### src/asc_pkg.sv
// Purpose: shared constants and types for the converter sequencing control
// Assumes: one core clock; converter clock is a divided enable pulse
// Notes: register indices are word indices on the plain register port

package asc_pkg;

	// ************************************************************
	// widths
	// ************************************************************
	localparam int CODE_W = 12;
	localparam int SLOT_W = 4;
	localparam int ACQ_W = 6;
	localparam int ADDR_W = 4;
	localparam int DATA_W = 16;
	localparam int CNT_W = 4;
	// result word: suspect, simultaneous, slot, channel b, channel a
	localparam int WORD_W = 2 + SLOT_W + 2 * CODE_W;
	localparam int BUF_DEPTH = 2;

	// ************************************************************
	// register map
	// ************************************************************
	localparam logic [ADDR_W-1:0] REG_CTRL_TWO = 4'h0;
	localparam logic [ADDR_W-1:0] REG_ACQ_LEN = 4'h1;
	localparam logic [ADDR_W-1:0] REG_SERIES = 4'h2;
	localparam logic [ADDR_W-1:0] REG_CMD = 4'h3;
	localparam logic [ADDR_W-1:0] REG_STATUS = 4'h4;
	localparam logic [ADDR_W-1:0] REG_FIRST_RES = 4'h5;
	localparam logic [ADDR_W-1:0] REG_LAST_A = 4'h6;
	localparam logic [ADDR_W-1:0] REG_LAST_B = 4'h7;

	// converter_control_two fields
	localparam int CT_SIMUL_BIT = 0;
	localparam int CT_OVL_BLOCK_BIT = 1;
	localparam int CT_DIV_LSB = 4;
	localparam int CT_DIV_W = 2;
	// command field
	localparam int CMD_SW_TRIG_BIT = 0;

	// reset values
	localparam logic CT_SIMUL_RST = 1'h0;
	localparam logic CT_OVL_BLOCK_RST = 1'h0;
	localparam logic [CT_DIV_W-1:0] CT_DIV_RST = 2'h0;
	localparam logic [ACQ_W-1:0] ACQ_LEN_RST = 6'h06;
	localparam logic [SLOT_W-1:0] SERIES_LAST_RST = 4'h0;

	// ************************************************************
	// converter timing, in converter clock cycles after sampling
	// ************************************************************
	localparam logic [CNT_W-1:0] CONV_CYCLES = 4'hD;
	localparam logic [CNT_W-1:0] PRESENT_CYCLE = 4'hE;
	localparam logic [CNT_W-1:0] LATCH_CYCLE = 4'hF;
	// count value at the tick that completes the last converting cycle
	localparam logic [CNT_W-1:0] CONV_LAST = CONV_CYCLES - 4'h1;

	// divider select codes
	localparam logic [CT_DIV_W-1:0] DIV_BY1 = 2'h0;
	localparam logic [CT_DIV_W-1:0] DIV_BY2 = 2'h1;
	localparam logic [1:0] DIV_MASK1 = 2'h0;
	localparam logic [1:0] DIV_MASK2 = 2'h1;
	localparam logic [1:0] DIV_MASK4 = 2'h3;

	// ************************************************************
	// sequencer states
	// ************************************************************
	typedef enum logic [2:0] {
		ST_IDLE = 3'h1,
		ST_WAIT = 3'h2,
		ST_SAMPLE = 3'h4
	} asc_state_t;

endpackage : asc_pkg

### src/asc_seq_ctrl.sv
// Purpose: sequences sample and convert phases and hands results onward
// Assumes: analog codes and trigger arrive asynchronously on pins
// Notes: all sequencing advances on the divided converter clock tick
//
// Chosen here: the strobed register port and the placing of the registers.

`timescale 1ns/1ps

module asc_seq_ctrl import asc_pkg::*; (
	input wire logic core_clk_i, // core clock, 50 MHz
	input wire logic srst_i, // sync reset, high
	input wire logic [ADDR_W-1:0] addr_i, // register index
	input wire logic [DATA_W-1:0] wr_data_i, // write data
	input wire logic wr_i, // write strobe
	input wire logic rd_i, // read strobe
	output logic [DATA_W-1:0] rd_data_o, // read data, next cycle
	input wire logic trig_i, // external start trigger pin
	input wire logic [CODE_W-1:0] code_a_i, // channel a code pins
	input wire logic [CODE_W-1:0] code_b_i, // channel b code pins
	output logic result_valid_o, // result word valid
	output logic [WORD_W-1:0] result_data_o, // result word
	input wire logic result_ready_i, // bus controller takes word
	output logic busy_o // sequencer or converter active
);

	// ************************************************************
	// pin synchronisers
	// ************************************************************
	logic trig_s1, trig_s2, trig_s3;
	logic [CODE_W-1:0] code_a_s1, code_a_s2;
	logic [CODE_W-1:0] code_b_s1, code_b_s2;
	logic trig_rise;

	// three stages on the trigger, two on each code; the codes are assumed steady around the sample end
	always_ff @(posedge core_clk_i) begin
		if (srst_i) begin
			trig_s1 <= 1'b0;
			trig_s2 <= 1'b0;
			trig_s3 <= 1'b0;
			code_a_s1 <= '0;
			code_a_s2 <= '0;
			code_b_s1 <= '0;
			code_b_s2 <= '0;
		end else begin
			trig_s1 <= trig_i;
			trig_s2 <= trig_s1;
			trig_s3 <= trig_s2;
			code_a_s1 <= code_a_i;
			code_a_s2 <= code_a_s1;
			code_b_s1 <= code_b_i;
			code_b_s2 <= code_b_s1;
		end
	end

	// edge detect looks only at the second stage and later
	assign trig_rise = trig_s2 & ~trig_s3;

	// ************************************************************
	// declarations
	// ************************************************************
	logic tick;
	logic simul, next_simul;
	logic ovl_block, next_ovl_block;
	logic [CT_DIV_W-1:0] div_sel, next_div_sel;
	logic [ACQ_W-1:0] acq_len, next_acq_len;
	logic [SLOT_W-1:0] series_last, next_series_last;
	logic trig_pend, next_trig_pend;
	logic [DATA_W-1:0] next_rd_data;
	logic [CODE_W-1:0] first_res, next_first_res;
	logic [CODE_W-1:0] last_a, next_last_a;
	logic [CODE_W-1:0] last_b, next_last_b;
	logic sw_trig;

	asc_state_t state, next_state;
	logic [ACQ_W-1:0] samp_cnt, next_samp_cnt;
	logic [SLOT_W-1:0] slot, next_slot;
	logic first_of_series, next_first_of_series;
	logic conv_busy, next_conv_busy;
	logic [CNT_W-1:0] conv_cnt, next_conv_cnt;
	logic [WORD_W-1:0] conv_word, next_conv_word;
	logic hand_pend, next_hand_pend;
	logic hand_lat, next_hand_lat;
	logic [WORD_W-1:0] hand_word, next_hand_word;
	logic next_busy;

	logic series_start;
	logic samp_min;
	logic end_ok;
	logic sample_end;
	logic buf_in_valid;
	logic buf_in_ready;

	// field picks from a result word
	function automatic logic [CODE_W-1:0] word_a(input logic [WORD_W-1:0] w);
		word_a = w[CODE_W-1:0];
	endfunction : word_a

	function automatic logic [CODE_W-1:0] word_b(input logic [WORD_W-1:0] w);
		word_b = w[2*CODE_W-1:CODE_W];
	endfunction : word_b

	function automatic logic [SLOT_W-1:0] word_slot(
		input logic [WORD_W-1:0] w);
		word_slot = w[2*CODE_W+SLOT_W-1:2*CODE_W];
	endfunction : word_slot

	// ************************************************************
	// converter clock enable
	// ************************************************************
	asc_clk_div u_div (
		.core_clk_i(core_clk_i),
		.srst_i(srst_i),
		.div_sel_i(div_sel),
		.tick_o(tick)
	);

	// ************************************************************
	// register port
	// ************************************************************
	// writes and reads; a trigger arriving as the series starts is kept
	always_comb begin
		next_simul = simul;
		next_ovl_block = ovl_block;
		next_div_sel = div_sel;
		next_acq_len = acq_len;
		next_series_last = series_last;
		sw_trig = 1'b0;
		next_rd_data = '0;
		if (wr_i) begin
			if (addr_i == REG_CTRL_TWO) begin
				next_simul = wr_data_i[CT_SIMUL_BIT];
				next_ovl_block = wr_data_i[CT_OVL_BLOCK_BIT];
				next_div_sel = wr_data_i[CT_DIV_LSB +: CT_DIV_W];
			end else if (addr_i == REG_ACQ_LEN) begin
				next_acq_len = wr_data_i[ACQ_W-1:0];
			end else if (addr_i == REG_SERIES) begin
				next_series_last = wr_data_i[SLOT_W-1:0];
			end else if (addr_i == REG_CMD) begin
				sw_trig = wr_data_i[CMD_SW_TRIG_BIT];
			end
		end
		if (rd_i) begin
			if (addr_i == REG_CTRL_TWO) begin
				next_rd_data[CT_SIMUL_BIT] = simul;
				next_rd_data[CT_OVL_BLOCK_BIT] = ovl_block;
				next_rd_data[CT_DIV_LSB +: CT_DIV_W] = div_sel;
			end else if (addr_i == REG_ACQ_LEN) begin
				next_rd_data[ACQ_W-1:0] = acq_len;
			end else if (addr_i == REG_SERIES) begin
				next_rd_data[SLOT_W-1:0] = series_last;
			end else if (addr_i == REG_STATUS) begin
				// pending trigger at bit 0 keeps the active bit visible
				next_rd_data = {7'h00, slot, hand_lat, hand_pend,
					conv_busy, (state != ST_IDLE), trig_pend};
			end else if (addr_i == REG_FIRST_RES) begin
				next_rd_data[CODE_W-1:0] = first_res;
			end else if (addr_i == REG_LAST_A) begin
				next_rd_data[CODE_W-1:0] = last_a;
			end else if (addr_i == REG_LAST_B) begin
				next_rd_data[CODE_W-1:0] = last_b;
			end
		end
		// set wins over the clear by a series start
		next_trig_pend = (trig_pend & ~series_start) | trig_rise | sw_trig;
	end

	// registers
	always_ff @(posedge core_clk_i) begin
		if (srst_i) begin
			simul <= CT_SIMUL_RST;
			ovl_block <= CT_OVL_BLOCK_RST;
			div_sel <= CT_DIV_RST;
			acq_len <= ACQ_LEN_RST;
			series_last <= SERIES_LAST_RST;
			trig_pend <= 1'b0;
			rd_data_o <= '0;
		end else begin
			simul <= next_simul;
			ovl_block <= next_ovl_block;
			div_sel <= next_div_sel;
			acq_len <= next_acq_len;
			series_last <= next_series_last;
			trig_pend <= next_trig_pend;
			rd_data_o <= next_rd_data;
		end
	end

	// ************************************************************
	// sequencer, converter core and hand-off stage
	// ************************************************************
	// window reached after acq_len + 1 ticks of sampling
	assign samp_min = (samp_cnt == acq_len);
	// sampling may end when the core is free or ends this tick (13th),
	// but never while a result waits to be presented (14th)
	assign end_ok = ~hand_pend & (~conv_busy | conv_cnt == CONV_LAST);
	assign sample_end = tick & (state == ST_SAMPLE) & samp_min & end_ok;
	assign series_start = tick & (state == ST_IDLE) & trig_pend &
		(~ovl_block | ~conv_busy);
	assign buf_in_valid = tick & hand_pend & buf_in_ready;

	always_comb begin
		next_state = state;
		next_samp_cnt = samp_cnt;
		next_slot = slot;
		next_first_of_series = first_of_series;
		next_conv_busy = conv_busy;
		next_conv_cnt = conv_cnt;
		next_conv_word = conv_word;
		next_hand_pend = hand_pend;
		next_hand_lat = hand_lat;
		next_hand_word = hand_word;
		next_first_res = first_res;
		next_last_a = last_a;
		next_last_b = last_b;

		// 15th cycle: result register latch
		if (tick && hand_lat) begin
			next_hand_lat = 1'b0;
			next_last_a = word_a(hand_word);
			next_last_b = word_b(hand_word);
			if (word_slot(hand_word) == '0) begin
				next_first_res = word_a(hand_word);
			end
		end
		// 14th cycle: present to the bus controller; a full buffer stalls
		if (buf_in_valid) begin
			next_hand_pend = 1'b0;
			next_hand_lat = 1'b1;
		end
		// converter core counts 13 cycles, then moves to hand-off
		if (tick && conv_busy) begin
			if (conv_cnt == CONV_LAST) begin
				if (!hand_pend) begin
					next_conv_busy = 1'b0;
					next_hand_pend = 1'b1;
					next_hand_word = conv_word;
				end
			end else begin
				next_conv_cnt = conv_cnt + 4'h1;
			end
		end

		case (state)
			ST_IDLE: begin
				if (series_start) begin
					next_state = ST_SAMPLE;
					next_slot = '0;
					next_samp_cnt = '0;
					next_first_of_series = 1'b1;
				end
			end
			ST_WAIT: begin
				// hold off sampling until the core is idle
				if (tick && !conv_busy) begin
					next_state = ST_SAMPLE;
					next_samp_cnt = '0;
				end
			end
			ST_SAMPLE: begin
				if (sample_end) begin
					// a back-to-back window shorter than the core simply
					// waits here, so it ends on the 13th cycle
					next_conv_busy = 1'b1;
					next_conv_cnt = '0;
					next_conv_word = {first_of_series & ~ovl_block,
						simul, slot, simul ? code_b_s2 : {CODE_W{1'b0}},
						code_a_s2};
					next_first_of_series = 1'b0;
					next_samp_cnt = '0;
					if (slot == series_last) begin
						next_state = ST_IDLE;
					end else begin
						next_slot = slot + 4'h1;
						next_state = ovl_block ? ST_WAIT : ST_SAMPLE;
					end
				end else if (tick && !samp_min) begin
					next_samp_cnt = samp_cnt + 6'h01;
				end
			end
			default: begin
				next_state = ST_IDLE;
			end
		endcase
		next_busy = (next_state != ST_IDLE) | next_conv_busy |
			next_hand_pend | next_hand_lat;
	end

	// registers
	always_ff @(posedge core_clk_i) begin
		if (srst_i) begin
			state <= ST_IDLE;
			samp_cnt <= '0;
			slot <= '0;
			first_of_series <= 1'b0;
			conv_busy <= 1'b0;
			conv_cnt <= '0;
			conv_word <= '0;
			hand_pend <= 1'b0;
			hand_lat <= 1'b0;
			hand_word <= '0;
			first_res <= '0;
			last_a <= '0;
			last_b <= '0;
			busy_o <= 1'b0;
		end else begin
			state <= next_state;
			samp_cnt <= next_samp_cnt;
			slot <= next_slot;
			first_of_series <= next_first_of_series;
			conv_busy <= next_conv_busy;
			conv_cnt <= next_conv_cnt;
			conv_word <= next_conv_word;
			hand_pend <= next_hand_pend;
			hand_lat <= next_hand_lat;
			hand_word <= next_hand_word;
			first_res <= next_first_res;
			last_a <= next_last_a;
			last_b <= next_last_b;
			busy_o <= next_busy;
		end
	end

	// ************************************************************
	// result buffer toward the bus controller
	// ************************************************************
	// two entries absorb a short stall; a longer one holds the core
	asc_buf u_buf (
		.core_clk_i(core_clk_i),
		.srst_i(srst_i),
		.in_valid_i(buf_in_valid),
		.in_data_i(hand_word),
		.in_ready_o(buf_in_ready),
		.out_valid_o(result_valid_o),
		.out_data_o(result_data_o),
		.out_ready_i(result_ready_i)
	);

endmodule : asc_seq_ctrl

### src/asc_clk_div.sv
// Purpose: converter clock enable from the core clock
// Assumes: select code 0 = every clock, 1 = every 2nd, other = every 4th
// Notes: tick is one core clock long

`timescale 1ns/1ps

module asc_clk_div import asc_pkg::*; (
	input wire logic core_clk_i, // core clock
	input wire logic srst_i, // sync reset, high
	input wire logic [CT_DIV_W-1:0] div_sel_i, // divide select
	output logic tick_o // converter clock enable
);

	logic [1:0] cnt;
	logic [1:0] next_cnt;
	logic next_tick;
	logic [1:0] mask;

	// terminal count from the select; change of select takes effect on the next clock
	always_comb begin
		if (div_sel_i == DIV_BY1) begin
			mask = DIV_MASK1;
		end else if (div_sel_i == DIV_BY2) begin
			mask = DIV_MASK2;
		end else begin
			mask = DIV_MASK4;
		end
		next_cnt = ((cnt & mask) == mask) ? 2'h0 : cnt + 2'h1;
		next_tick = ((cnt & mask) == mask);
	end

	// registers
	always_ff @(posedge core_clk_i) begin
		if (srst_i) begin
			cnt <= 2'h0;
			tick_o <= 1'b0;
		end else begin
			cnt <= next_cnt;
			tick_o <= next_tick;
		end
	end

endmodule : asc_clk_div

### src/asc_buf.sv
// Purpose: two-entry result buffer toward the bus controller
// Assumes: push only while in_ready_o is high
// Notes: outputs come from flip-flops; no bypass, so one cycle of latency

`timescale 1ns/1ps

module asc_buf import asc_pkg::*; (
	input wire logic core_clk_i, // core clock
	input wire logic srst_i, // sync reset, high
	input wire logic in_valid_i, // push strobe
	input wire logic [WORD_W-1:0] in_data_i, // pushed word
	output logic in_ready_o, // room for a word
	output logic out_valid_o, // head word valid
	output logic [WORD_W-1:0] out_data_o, // head word
	input wire logic out_ready_i // bus controller takes head
);

	logic [WORD_W-1:0] mem [BUF_DEPTH];
	logic [WORD_W-1:0] next_mem [BUF_DEPTH];
	logic [1:0] count;
	logic [1:0] next_count;
	logic rd_ptr;
	logic next_rd_ptr;
	logic wr_ptr;
	logic next_wr_ptr;
	logic push;
	logic pop;

	// pointer and count update; ready and valid derive from the stored count
	always_comb begin
		push = in_valid_i & in_ready_o;
		pop = out_valid_o & out_ready_i;
		next_mem = mem;
		next_wr_ptr = wr_ptr;
		next_rd_ptr = rd_ptr;
		if (push) begin
			next_mem[wr_ptr] = in_data_i;
			next_wr_ptr = ~wr_ptr;
		end
		if (pop) begin
			next_rd_ptr = ~rd_ptr;
		end
		next_count = count + {1'b0, push} - {1'b0, pop};
	end

	// registers
	always_ff @(posedge core_clk_i) begin
		if (srst_i) begin
			mem[0] <= '0;
			mem[1] <= '0;
			count <= 2'h0;
			rd_ptr <= 1'b0;
			wr_ptr <= 1'b0;
			in_ready_o <= 1'b1;
			out_valid_o <= 1'b0;
			out_data_o <= '0;
		end else begin
			mem <= next_mem;
			count <= next_count;
			rd_ptr <= next_rd_ptr;
			wr_ptr <= next_wr_ptr;
			in_ready_o <= (next_count != 2'h2);
			out_valid_o <= (next_count != 2'h0);
			out_data_o <= (push && next_count == 2'h1) ?
				in_data_i : next_mem[next_rd_ptr];
		end
	end

endmodule : asc_buf

### config.mk
export PLATFORM = sky130hd
export DESIGN_NAME = asc_seq_ctrl
export DESIGN_NICKNAME = d
export VERILOG_FILES = /design/src/asc_pkg.sv /design/src/asc_seq_ctrl.sv /design/src/asc_clk_div.sv /design/src/asc_buf.sv
export SDC_FILE = /design/constraint.sdc
export NUM_CORES = 1
export LEC_CHECK = 0
export BUFFER_PORTS_ARGS = -buffer_cell sky130_fd_sc_hd__buf_2
export CORE_ASPECT_RATIO = 0.6
export CORE_MARGIN = 4
export CORE_UTILIZATION = 60
export CTS_CLUSTER_SIZE = 25
export DETAILED_ROUTE_END_ITERATION = 12
export PLACE_DENSITY = 0.89
export SLEW_MARGIN = 20
export SYNTH_ARGS = -nofsm -noshare
export SYNTH_HDL_FRONTEND = slang
export SYNTH_SLANG_ARGS = --single-unit
### constraint.sdc
create_clock -name core_clk_i -period 3.83 [get_ports core_clk_i]
set_clock_uncertainty 0.15 [all_clocks]
set_input_delay 0.5745 -clock core_clk_i [delete_from_list [all_inputs] [get_ports core_clk_i]]
set_output_delay 0.5745 -clock core_clk_i [all_outputs]
set_load 0.1 [all_outputs]
==> impl_metrics.tcl, run 1 <==
set metrics [dict create \
    cp_top_family "buffers and inverters" \
    reg2reg_to "u_buf.out_data_o[6]" \
    postCtsResizedCells 0 \
    slew_viol_final 0 \
    clkPwrFrac_pct 38.2 \
    powerDensity_mw_per_mm2 515 \
    gr-usage-all-layers_pct 26.4 \
    postSynthCellCount 1296 \
    hp-class "in2reg" \
    cts-hold-fix-buffers 0 \
    drive_gt1_share_pct 12.4 \
    cts_root_buf "clkbuf_16" \
    min_to "code_a_s1[11]" \
    wl_per_cell_um 17.6 \
    cp_common_cell "buf_4" \
    p_total_mw 6.47 \
    post_cts_buffers 0 \
    path_cells "nand3_1 -> buf_4 -> clkinv_1 -> ha_1 -> xnor3_1 -> nand2_1 -> nand3b_1 -> buf_4 -> a21oi_1 -> nor3_1" \
    startpoint_type "register" \
    p_sw_mw 1.76 \
    portBuffers 83 \
    ios 98 \
    yosysWarnings 0 \
    clock.fmax_mhz 346 \
    place.gp.congestion 0.908 \
    finalSetupViolCount 0 \
    seq_area_sq_mm 0.00591 \
    fillerInstances 1396 \
    cpMaxStageDelayCell "dfxtp_1" \
    clk_latency_ps 520 \
    peakVddDrop_v 0.000413 \
    drtPass1Iterations 6 \
    final_nets 1389 \
    vias_per_cell 5.94 \
    period_needed_ps 2890 \
    maxSlewHeadroom_pct 40.6 \
    max_stage_delay_ps 410 \
    hold_viol 0 \
    cts_tree "yes" \
    coreArea_sq_mm 0.0183 \
    syn_area_sq_mm 0.0113 \
    die_area_sq_mm 0.0211 \
    multi_input_area_sq_mm 0.00492 \
    ys_ff_latch 295 \
    comb_power_share_pct 12.8 \
    grt_pass1_wl_um 45700 \
    vias 9442 \
    synth.avg_cell_area_sq_um 8.69 \
    cap_violations 0 \
    critical_path_required_ps 4100 \
    routed_wl_um 28000 \
    dp_hpwl_um 18000 \
    grt_max_degree 97 \
    gr-total-overflow 0 \
    start_util_pct 61.7 \
    holdWs_ps 105 \
    clk_path_buf_depth 3 \
    crit_buf_inv 3 \
    cp.arrival_ps 3170 \
    synth_async_sr_flop_share_pct 0 \
    cp-end-kind "register" \
    min-delay-start "code_a_i[11]" \
    switching_share_pct 27.1 \
    rsz0062_at_grt "false" \
    path_max_fanout 34 \
    r2r_start "hand_pend" \
    synth_top_flop_cell "dfxtp_1" \
    period_share_pct 75.5 \
    clkTransAtPathRegs_ps 70 \
    power.leakage_nw 4.77 \
    holdPathStages 2 \
    numCtsBuffers 25 \
    rr_worst_depth 10 \
    die_h_um 114 \
    antenna_found_initial 0 \
    drt_iter0_drc 1102 \
    antenna_left 0 \
    area_growth_pct 11.7 \
    antenna-diode-count 0 \
    finalSetupTns_ps 0 \
    dieWidth_um 185 \
    p_seq_share_pct 49.0 \
    crit_type "reg2reg" \
    drcViolationCount 0 \
    htree_levels 1 \
    ys_types 56 \
    std_cell_rows 38 \
    cts.sinks 295 \
    yosysSeqAreaShare_pct 52.4 \
    p_int_mw 4.72 \
    status "finished clean" \
    reg2reg_slack_ps 940 \
    synth_edf_count 0 \
    grt_pass1_vias 9093 \
    worst_pin_slew_ps 889 \
]
## synthesized netlist by cell type (all sizes together) (4+ instances only)
cell type | n | area share, %
nor4 | 4 | 0.22
mux4 | 7 | 1.4
and3 | 5 | 0.28
o21ai | 8 | 0.36
buf | 17 | 1.0
nor2 | 60 | 2.0
inv | 11 | 0.37
xnor2 | 9 | 0.70
nand3b | 4 | 0.27
dfxtp | 295 | 52
or3 | 4 | 0.22
o31ai | 32 | 2.2
nand3 | 27 | 1.2
nor2b | 58 | 3.2
a221oi | 5 | 0.39
nor3 | 36 | 1.6
o32ai | 30 | 2.3
nand4 | 4 | 0.22
nand2 | 307 | 10
nand2b | 8 | 0.44
xor2 | 6 | 0.47
a22oi | 7 | 0.47
and2 | 5 | 0.28
mux2i | 23 | 2.0
a21oi | 197 | 8.8
clkbuf | 80 | 2.7
ha | 6 | 0.67
mux2 | 9 | 0.90
## cell usage in the layout, fill, tap and decap left out, types with 11 or more instances in the layout
cell type and count:
buf_2 82, nand2_1 306, buf_4 19, nand3_1 27, nor2_1 60, o31ai_1 31, mux2i_1 23, dfxtp_1 295
nor3_1 35, o32ai_1 30, a21oi_1 196, clkbuf_16 25, inv_1 11, nor2b_1 58
## per-layer routing
metal	up-vias	share of wire, %	wire length (um)	track usage, %
li1	4503	-	-	-
met1	4395	43	12100	37.9
met2	489	44	12300	40.8
met3	55	11	3000	5.71
met4	0	2.2	618	7.18
met5	-	0	0	0
## logic make-up (layout without fill, tap and decap cells)
logic type / count (synthesis) / count (layout) / share of synthesized area, %
XOR/XNOR: 17 / 17 / 1.57
buffers and inverters: 110 / 160 / 4.11
flip-flops: 295 / 295 / 52.4
adder cells (fa/ha/maj): 6 / 6 / 0.667
AND/OR/NAND/NOR: 532 / 532 / 21.1
other: 1 / 4 / 0.0333
AO/OA/AOI/OAI: 296 / 296 / 15.8
multiplexers: 39 / 39 / 4.34
## final cells by class
| type | count | share of cell area, % |
|---|---|---|
| clock inverter | 5 | 0.458 |
| timing repair buffer | 104 | 4.81 |
| clock buffer | 38 | 5.84 |
| tap | 240 | 2.39 |
| inverter | 13 | 0.388 |
| sequential | 295 | 47.0 |
| multi-input combinational | 894 | 39.2 |
## power by group through the flow
stage	clock network, mW	registers (mW)	logic [mW]
after floorplan	0	3.56	0.337
after global placement	0	3.24	0.808
after detailed placement	0	3.24	0.816
after CTS	2.49	3.17	0.819
after global routing	2.63	3.18	0.879
final	2.47	3.17	0.829
## worst reg2reg max path, cell delays in order, from the launching register on
cell      delay, ps
dfxtp_1         410
nand3_1         110
buf_4           400
clkinv_1        200
ha_1            240
xnor3_1         300
nand2_1         100
nand3b_1         90
buf_4           360
a21oi_1         130
nor3_1          290
## worst max path at each step
stage                            to         startpoint  cells past startpoint
3_5_place_dp    u_buf.out_data_o[3]     result_ready_i                     11
6_report        u_buf.out_data_o[6]          hand_pend                     10
3_3_place_gp    u_buf.out_data_o[3]     result_ready_i                     11
5_1_grt         u_buf.out_data_o[3]          hand_pend                     10
4_1_cts         u_buf.out_data_o[3]          hand_pend                     10
2_1_floorplan  u_buf.out_data_o[10]  u_buf.out_valid_o                     10
## through the flow
| step | cells | setup WS, ps | area (sq um) | utilization, % |
|---|---|---|---|---|
| CTS | 1589 | 1030 | 12600 | 68.9 |
| finish | 1589 | 937 | 12600 | 68.9 |
| floorplan | 1299 | 855 | 11300 | - |
| global placement | 1546 | 990 | 11800 | 64.5 |
| global route | 1589 | 774 | 12600 | 68.9 |
| detailed placement | 1546 | 920 | 11800 | 64.5 |
## registers in the layout, indices dropped and copies added, names as in the netlist, 30 cells and up
name              count
hand_word            30
u_buf.out_data_o     30
conv_word            30
u_buf.mem            60
(Power assumes the default switching activity.)
==> run 2, diff against run 1 <==
--- a/config.mk
+++ b/config.mk
@@ -8,10 +8,10 @@
 export BUFFER_PORTS_ARGS = -buffer_cell sky130_fd_sc_hd__buf_2
 export CORE_ASPECT_RATIO = 0.6
 export CORE_MARGIN = 4
-export CORE_UTILIZATION = 60
+export CORE_UTILIZATION = 59
 export CTS_CLUSTER_SIZE = 25
 export DETAILED_ROUTE_END_ITERATION = 12
-export PLACE_DENSITY = 0.89
+export PLACE_DENSITY = 0.88
 export SLEW_MARGIN = 20
 export SYNTH_ARGS = -nofsm -noshare
 export SYNTH_HDL_FRONTEND = slang
==> constraint.sdc (replaced) <==
create_clock -name core_clk_i -period 2.7 [get_ports core_clk_i]
set_clock_uncertainty 0.15 [all_clocks]
set_input_delay 0.405 -clock core_clk_i [delete_from_list [all_inputs] [get_ports core_clk_i]]
set_output_delay 0.405 -clock core_clk_i [all_outputs]
set_load 0.1 [all_outputs]
==> run 2 against run 1 <==
  * Sequential power up 42%
  * Clock-buffer cell count is 1 higher
  * Register-to-register slack got worse by 730 ps
  * Sequential cell count unchanged
  * Via count up 4.3%
  * Final area increased by 4.1%
  * Clock power grew 57%
  * Die area is 1.6% higher
  * Non-clock buffer count is 37 higher
  * Utilization rose by 2.3 points
==> impl_metrics.tcl, run 2 (synthesis gave the netlist of run 1 again) <==
set metrics [dict create \
    clk_path_buf_depth 3 \
    portBuffers 83 \
    largest_register "u_buf.mem" \
    path_max_fanout 24 \
    antenna_left 0 \
    status "finished clean" \
    fillerInstances 1312 \
    layout_common_cells "307 x nand2_1, 294 x dfxtp_1, 196 x a21oi_1" \
    finalSetupViolCount 0 \
    clkTransAtPathRegs_ps 70 \
    largest_reg_flops 60 \
    antenna-diode-count 0 \
    hold_viol 0 \
    final_common_cell "nand2_1" \
    clock.fmax_mhz 401 \
    die_area_sq_mm 0.0214 \
    std_cell_rows 38 \
    drive_gt1_share_pct 13.0 \
    finalSetupTns_ps 0 \
    p_int_mw 7.00 \
    p_total_mw 9.63 \
    critical_path_required_ps 2950 \
    min-delay-start "wr_data_i[0]" \
    power.leakage_nw 5.00 \
    slew_viol_final 0 \
    peakVddDrop_v 0.000779 \
    p_seq_share_pct 46.9 \
    worst_pin_slew_ps 926 \
    comb_power_share_pct 12.9 \
    die_h_um 115 \
    dp_hpwl_um 18500 \
    startpoint_type "register" \
    dpl_cell_area_sq_mm 0.0119 \
    maxSlewHeadroom_pct 37.7 \
    area_growth_pct 16.3 \
    coreArea_sq_mm 0.0184 \
    vias_per_cell 6.04 \
    period_share_pct 92.4 \
    cp-end-kind "register" \
    vias 9848 \
    hp-class "in2reg" \
    finish.utilization_pct 71.2 \
    fin_area_sq_mm 0.0131 \
    gr-total-overflow 0 \
    clkPwrFrac_pct 40.2 \
    rsz0062_at_grt "false" \
    cts.sinks 295 \
    cts_tree "yes" \
    routed_wl_um 29800 \
    ios 98 \
    gr-usage-all-layers_pct 27.0 \
    place.gp.congestion 0.909 \
    grt_pass1_vias 9348 \
    r2r_start "conv_cnt[0]" \
    start_util_pct 61.2 \
    numCtsBuffers 26 \
    period_needed_ps 2490 \
    holdWs_ps 11.7 \
    drtPass1Iterations 5 \
    grt_pass1_wl_um 47800 \
    p_sw_mw 2.63 \
    wl_per_cell_um 18.3 \
    htree_levels 1 \
    cap_violations 0 \
    crit_type "reg2reg" \
    drcViolationCount 0 \
    cp.arrival_ps 2740 \
    cts_root_buf "clkbuf_16" \
    drt_iter0_drc 1195 \
    final_nets 1427 \
    switching_share_pct 27.3 \
    antenna_found_initial 0 \
    grt_max_degree 93 \
    crit_path_start "conv_cnt[0]" \
    powerDensity_mw_per_mm2 736 \
    dieWidth_um 186 \
    clk_latency_ps 550 \
]
-- run 2: power groups by stage --
stage / Sequential (mW) / Clock [mW] / Combinational (mW)
CTS: 4.51 / 3.90 / 1.22
global placement: 4.61 / 0 / 1.17
global route: 4.52 / 4.07 / 1.30
detailed placement: 4.61 / 0 / 1.19
floorplan: 5.05 / 0 / 0.478
finish: 4.51 / 3.88 / 1.24
-- run 2: path summary, 6_finish.rpt --
| path | endpoint | slack (ps) | depth (start not counted) |
|---|---|---|---|
| max | conv_word[6] | 210 | 8 |
| min | series_last[0] | 10 | 3 |
| max reg2reg | conv_word[6] | 210 | 8 |
| min reg2reg | code_b_s2[3] | 280 | 1 |
-- run 2: what timing repair did --
item / in CTS / in global routing
endpoints found under the hold margin: 36 / 0
hold buffers: 30 / 0
setup buffers: 0 / 0
gates resized for setup: 0 / 0
-- run 2: metal layers --
layer	wire length, um	track usage (%)	vias to the layer above
met4	790	8.86	0
met1	12500	37.0	4590
li1	-	-	4564
met5	0	0	-
met3	3420	5.98	84
met2	13100	43.5	610
-- run 2: area by class of cell --
type                            count  area (sq um)  area share, %
Inverter                           13          48.8          0.373
Clock buffer                       39           790           6.03
Tap cell                          240           300           2.29
Multi-Input combinational cell    894          4920           37.6
Sequential cell                   295          5910           45.1
Timing Repair Buffer              141          1010           7.69
Clock inverter                      8           119          0.908
-- run 2: per-stage QoR --
step	cells	setup slack [ps]
after CTS	1630	258
after global routing	1630	71.3
after floorplan	1299	43.6
after global placement	1553	244
after detailed placement	1553	158
final	1630	206
-- run 2: critical path, cell delays in order, from the launching register on --
cell and delay, ps:
dfxtp_1 340, inv_1 70, ha_1 200, nand3_1 250
a211oi_4 360, nand3_1 390, buf_4 370, nand2_1 120
a21oi_1 80
==> run 3, diff against run 2 <==
==> constraint.sdc (replaced) <==
create_clock -name core_clk_i -period 2.7 [get_ports core_clk_i]
set_clock_uncertainty 0.15 [all_clocks]
set_input_delay 0.27 -clock core_clk_i [delete_from_list [all_inputs] [get_ports core_clk_i]]
set_output_delay 0.27 -clock core_clk_i [all_outputs]
set_load 0.1 [all_outputs]
==> run 3 against run 2 <==
  * Setup slack worse by 45 ps
  * Clock power decreased by 11%
  * First-iteration DRC count is 1.9% lower
  * Critical path depth is the same
  * Hold slack better by 20 ps
  * Via count down 1.7%
  * Maximum frequency down 1.8%
  * Final area decreased by 0.18%
  * Utilization is 0.13 points lower
  * Critical path type unchanged
  * Largest cell class unchanged
  * Largest power group unchanged
==> impl_metrics.tcl, run 3 (synthesis gave the netlist of run 1 again) <==
set metrics [dict create \
    grt_pass1_vias 9374 \
    p_sw_mw 2.56 \
    drcViolationCount 0 \
    gr-usage-all-layers_pct 26.8 \
    numCtsBuffers 25 \
    final_nets 1433 \
    wl_per_cell_um 18.0 \
    period_needed_ps 2540 \
    clk_latency_ps 530 \
    place.gp.congestion 0.909 \
    gr-total-overflow 0 \
    crit_type "reg2reg" \
    cts_tree "yes" \
    ios 98 \
    topRoutingLayerUsed "met4" \
    p_seq_share_pct 48.9 \
    clkTransAtPathRegs_ps 70 \
    power.leakage_nw 4.99 \
    die_h_um 115 \
    seq_area_sq_mm 0.00591 \
    hp-class "in2reg" \
    grt_pass1_wl_um 47400 \
    area_growth_pct 16.0 \
    hold_viol 0 \
    period_share_pct 94.0 \
    p_total_mw 9.22 \
    cp-end-kind "register" \
    critical_path_required_ps 2940 \
    peakVddDrop_v 0.000571 \
    clk_path_buf_depth 3 \
    vias 9683 \
    met1_length_um 12600 \
    cap_violations 0 \
    p_int_mw 6.66 \
    portBuffers 83 \
    startpoint_type "register" \
    drive_gt1_share_pct 12.8 \
    layout_common_cells "307 x nand2_1, 294 x dfxtp_1, 196 x a21oi_1" \
    maxSlewHeadroom_pct 40.1 \
    wl_met3_um 3090 \
    worst_pin_slew_ps 896 \
    start_util_pct 61.2 \
    status "finished clean" \
    drtPass1Iterations 6 \
    path_max_fanout 24 \
    vias_per_cell 5.92 \
    dp_hpwl_um 18500 \
    cp.arrival_ps 2780 \
    routed_wl_um 29400 \
    antenna_left 0 \
    htree_levels 1 \
    cts.sinks 295 \
    powerDensity_mw_per_mm2 706 \
    dp.cells 1552 \
    die_area_sq_mm 0.0214 \
    dieWidth_um 186 \
    fillerInstances 1366 \
    comb_power_share_pct 13.6 \
    switching_share_pct 27.7 \
    post_cts_buffers 0 \
    largest_reg_flops 60 \
    grt_max_degree 160 \
    drt_iter0_drc 1172 \
    final_common_cell "nand2_1" \
    coreArea_sq_mm 0.0184 \
    antenna_found_initial 0 \
    slew_viol_final 0 \
    std_cell_rows 38 \
    multi_input_area_sq_mm 0.00492 \
    largest_register "u_buf.mem" \
    clkPwrFrac_pct 37.5 \
    cts_root_buf "clkbuf_16" \
    fin_cells 1635 \
    clock.fmax_mhz 394 \
    finalSetupViolCount 0 \
    wl_met2_um 13000 \
    antenna-diode-count 0 \
]
run 3: final cells by class:
type	instances	share of cell area, %
clock buffer	36	5.56
tap	240	2.30
multi-input combinational	894	37.7
sequential	295	45.2
clock inverter	9	0.431
timing repair buffer	148	8.45
inverter	13	0.402
run 3: routing by layer:
layer | vias up | GRT usage, %
met5 | - | 0
met4 | 0 | 7.58
met3 | 65 | 6.80
met2 | 488 | 43.3
met1 | 4550 | 36.5
li1 | 4580 | -
run 3: worst paths after layout:
kind / from / cells past startpoint / slack (ps) / end
worst max-delay path: conv_cnt[0] / 8 / 160 / conv_word[0]
worst min-delay path: addr_i[2] / 2 / 30 / rd_data_o[7]
worst max register to register: conv_cnt[0] / 8 / 160 / conv_word[0]
worst min register to register: code_b_s1[4] / 1 / 280 / code_b_s2[4]
run 3: critical path: stages (launching register included):
cell,delay (ps)
dfxtp_1,350
inv_1,70
ha_1,180
nand3_1,270
a211oi_4,370
nand3_1,430
buf_4,400
nand2_1,110
a21oi_1,60
run 3: power groups by stage:
stage / clock (mW) / sequential, mW / combinational [mW]
2_1_floorplan: 0 / 5.05 / 0.478
3_3_place_gp: 0 / 4.61 / 1.18
3_5_place_dp: 0 / 4.61 / 1.20
4_1_cts: 3.49 / 4.51 / 1.24
5_1_grt: 3.68 / 4.52 / 1.33
6_report: 3.46 / 4.51 / 1.25
run 3: repair_timing:
action / 4_1_cts / 5_1_grt
resized for setup: 0 / 1
setup endpoints to repair: 0 / 29
hold endpoints to repair: 64 / 0
hold buffers: 38 / 0
run 3: per-stage QoR:
| step | hold slack, ps | worst slack (ps) | util (%) | setup TNS, ps | cell area, sq um |
|---|---|---|---|---|---|
| 5_1_grt | 35.9 | -14.4 | 71.0 | -14.4 | 13100 |
| 4_1_cts | 8.66 | 182 | 71.0 | 0 | 13100 |
| 3_3_place_gp | 269 | 271 | 64.7 | 0 | 11900 |
| 6_report | 31.7 | 161 | 71.0 | 0 | 13100 |
| 3_5_place_dp | 275 | 207 | 64.7 | 0 | 11900 |
| 2_1_floorplan | 245 | 43.6 | - | 0 | 11300 |
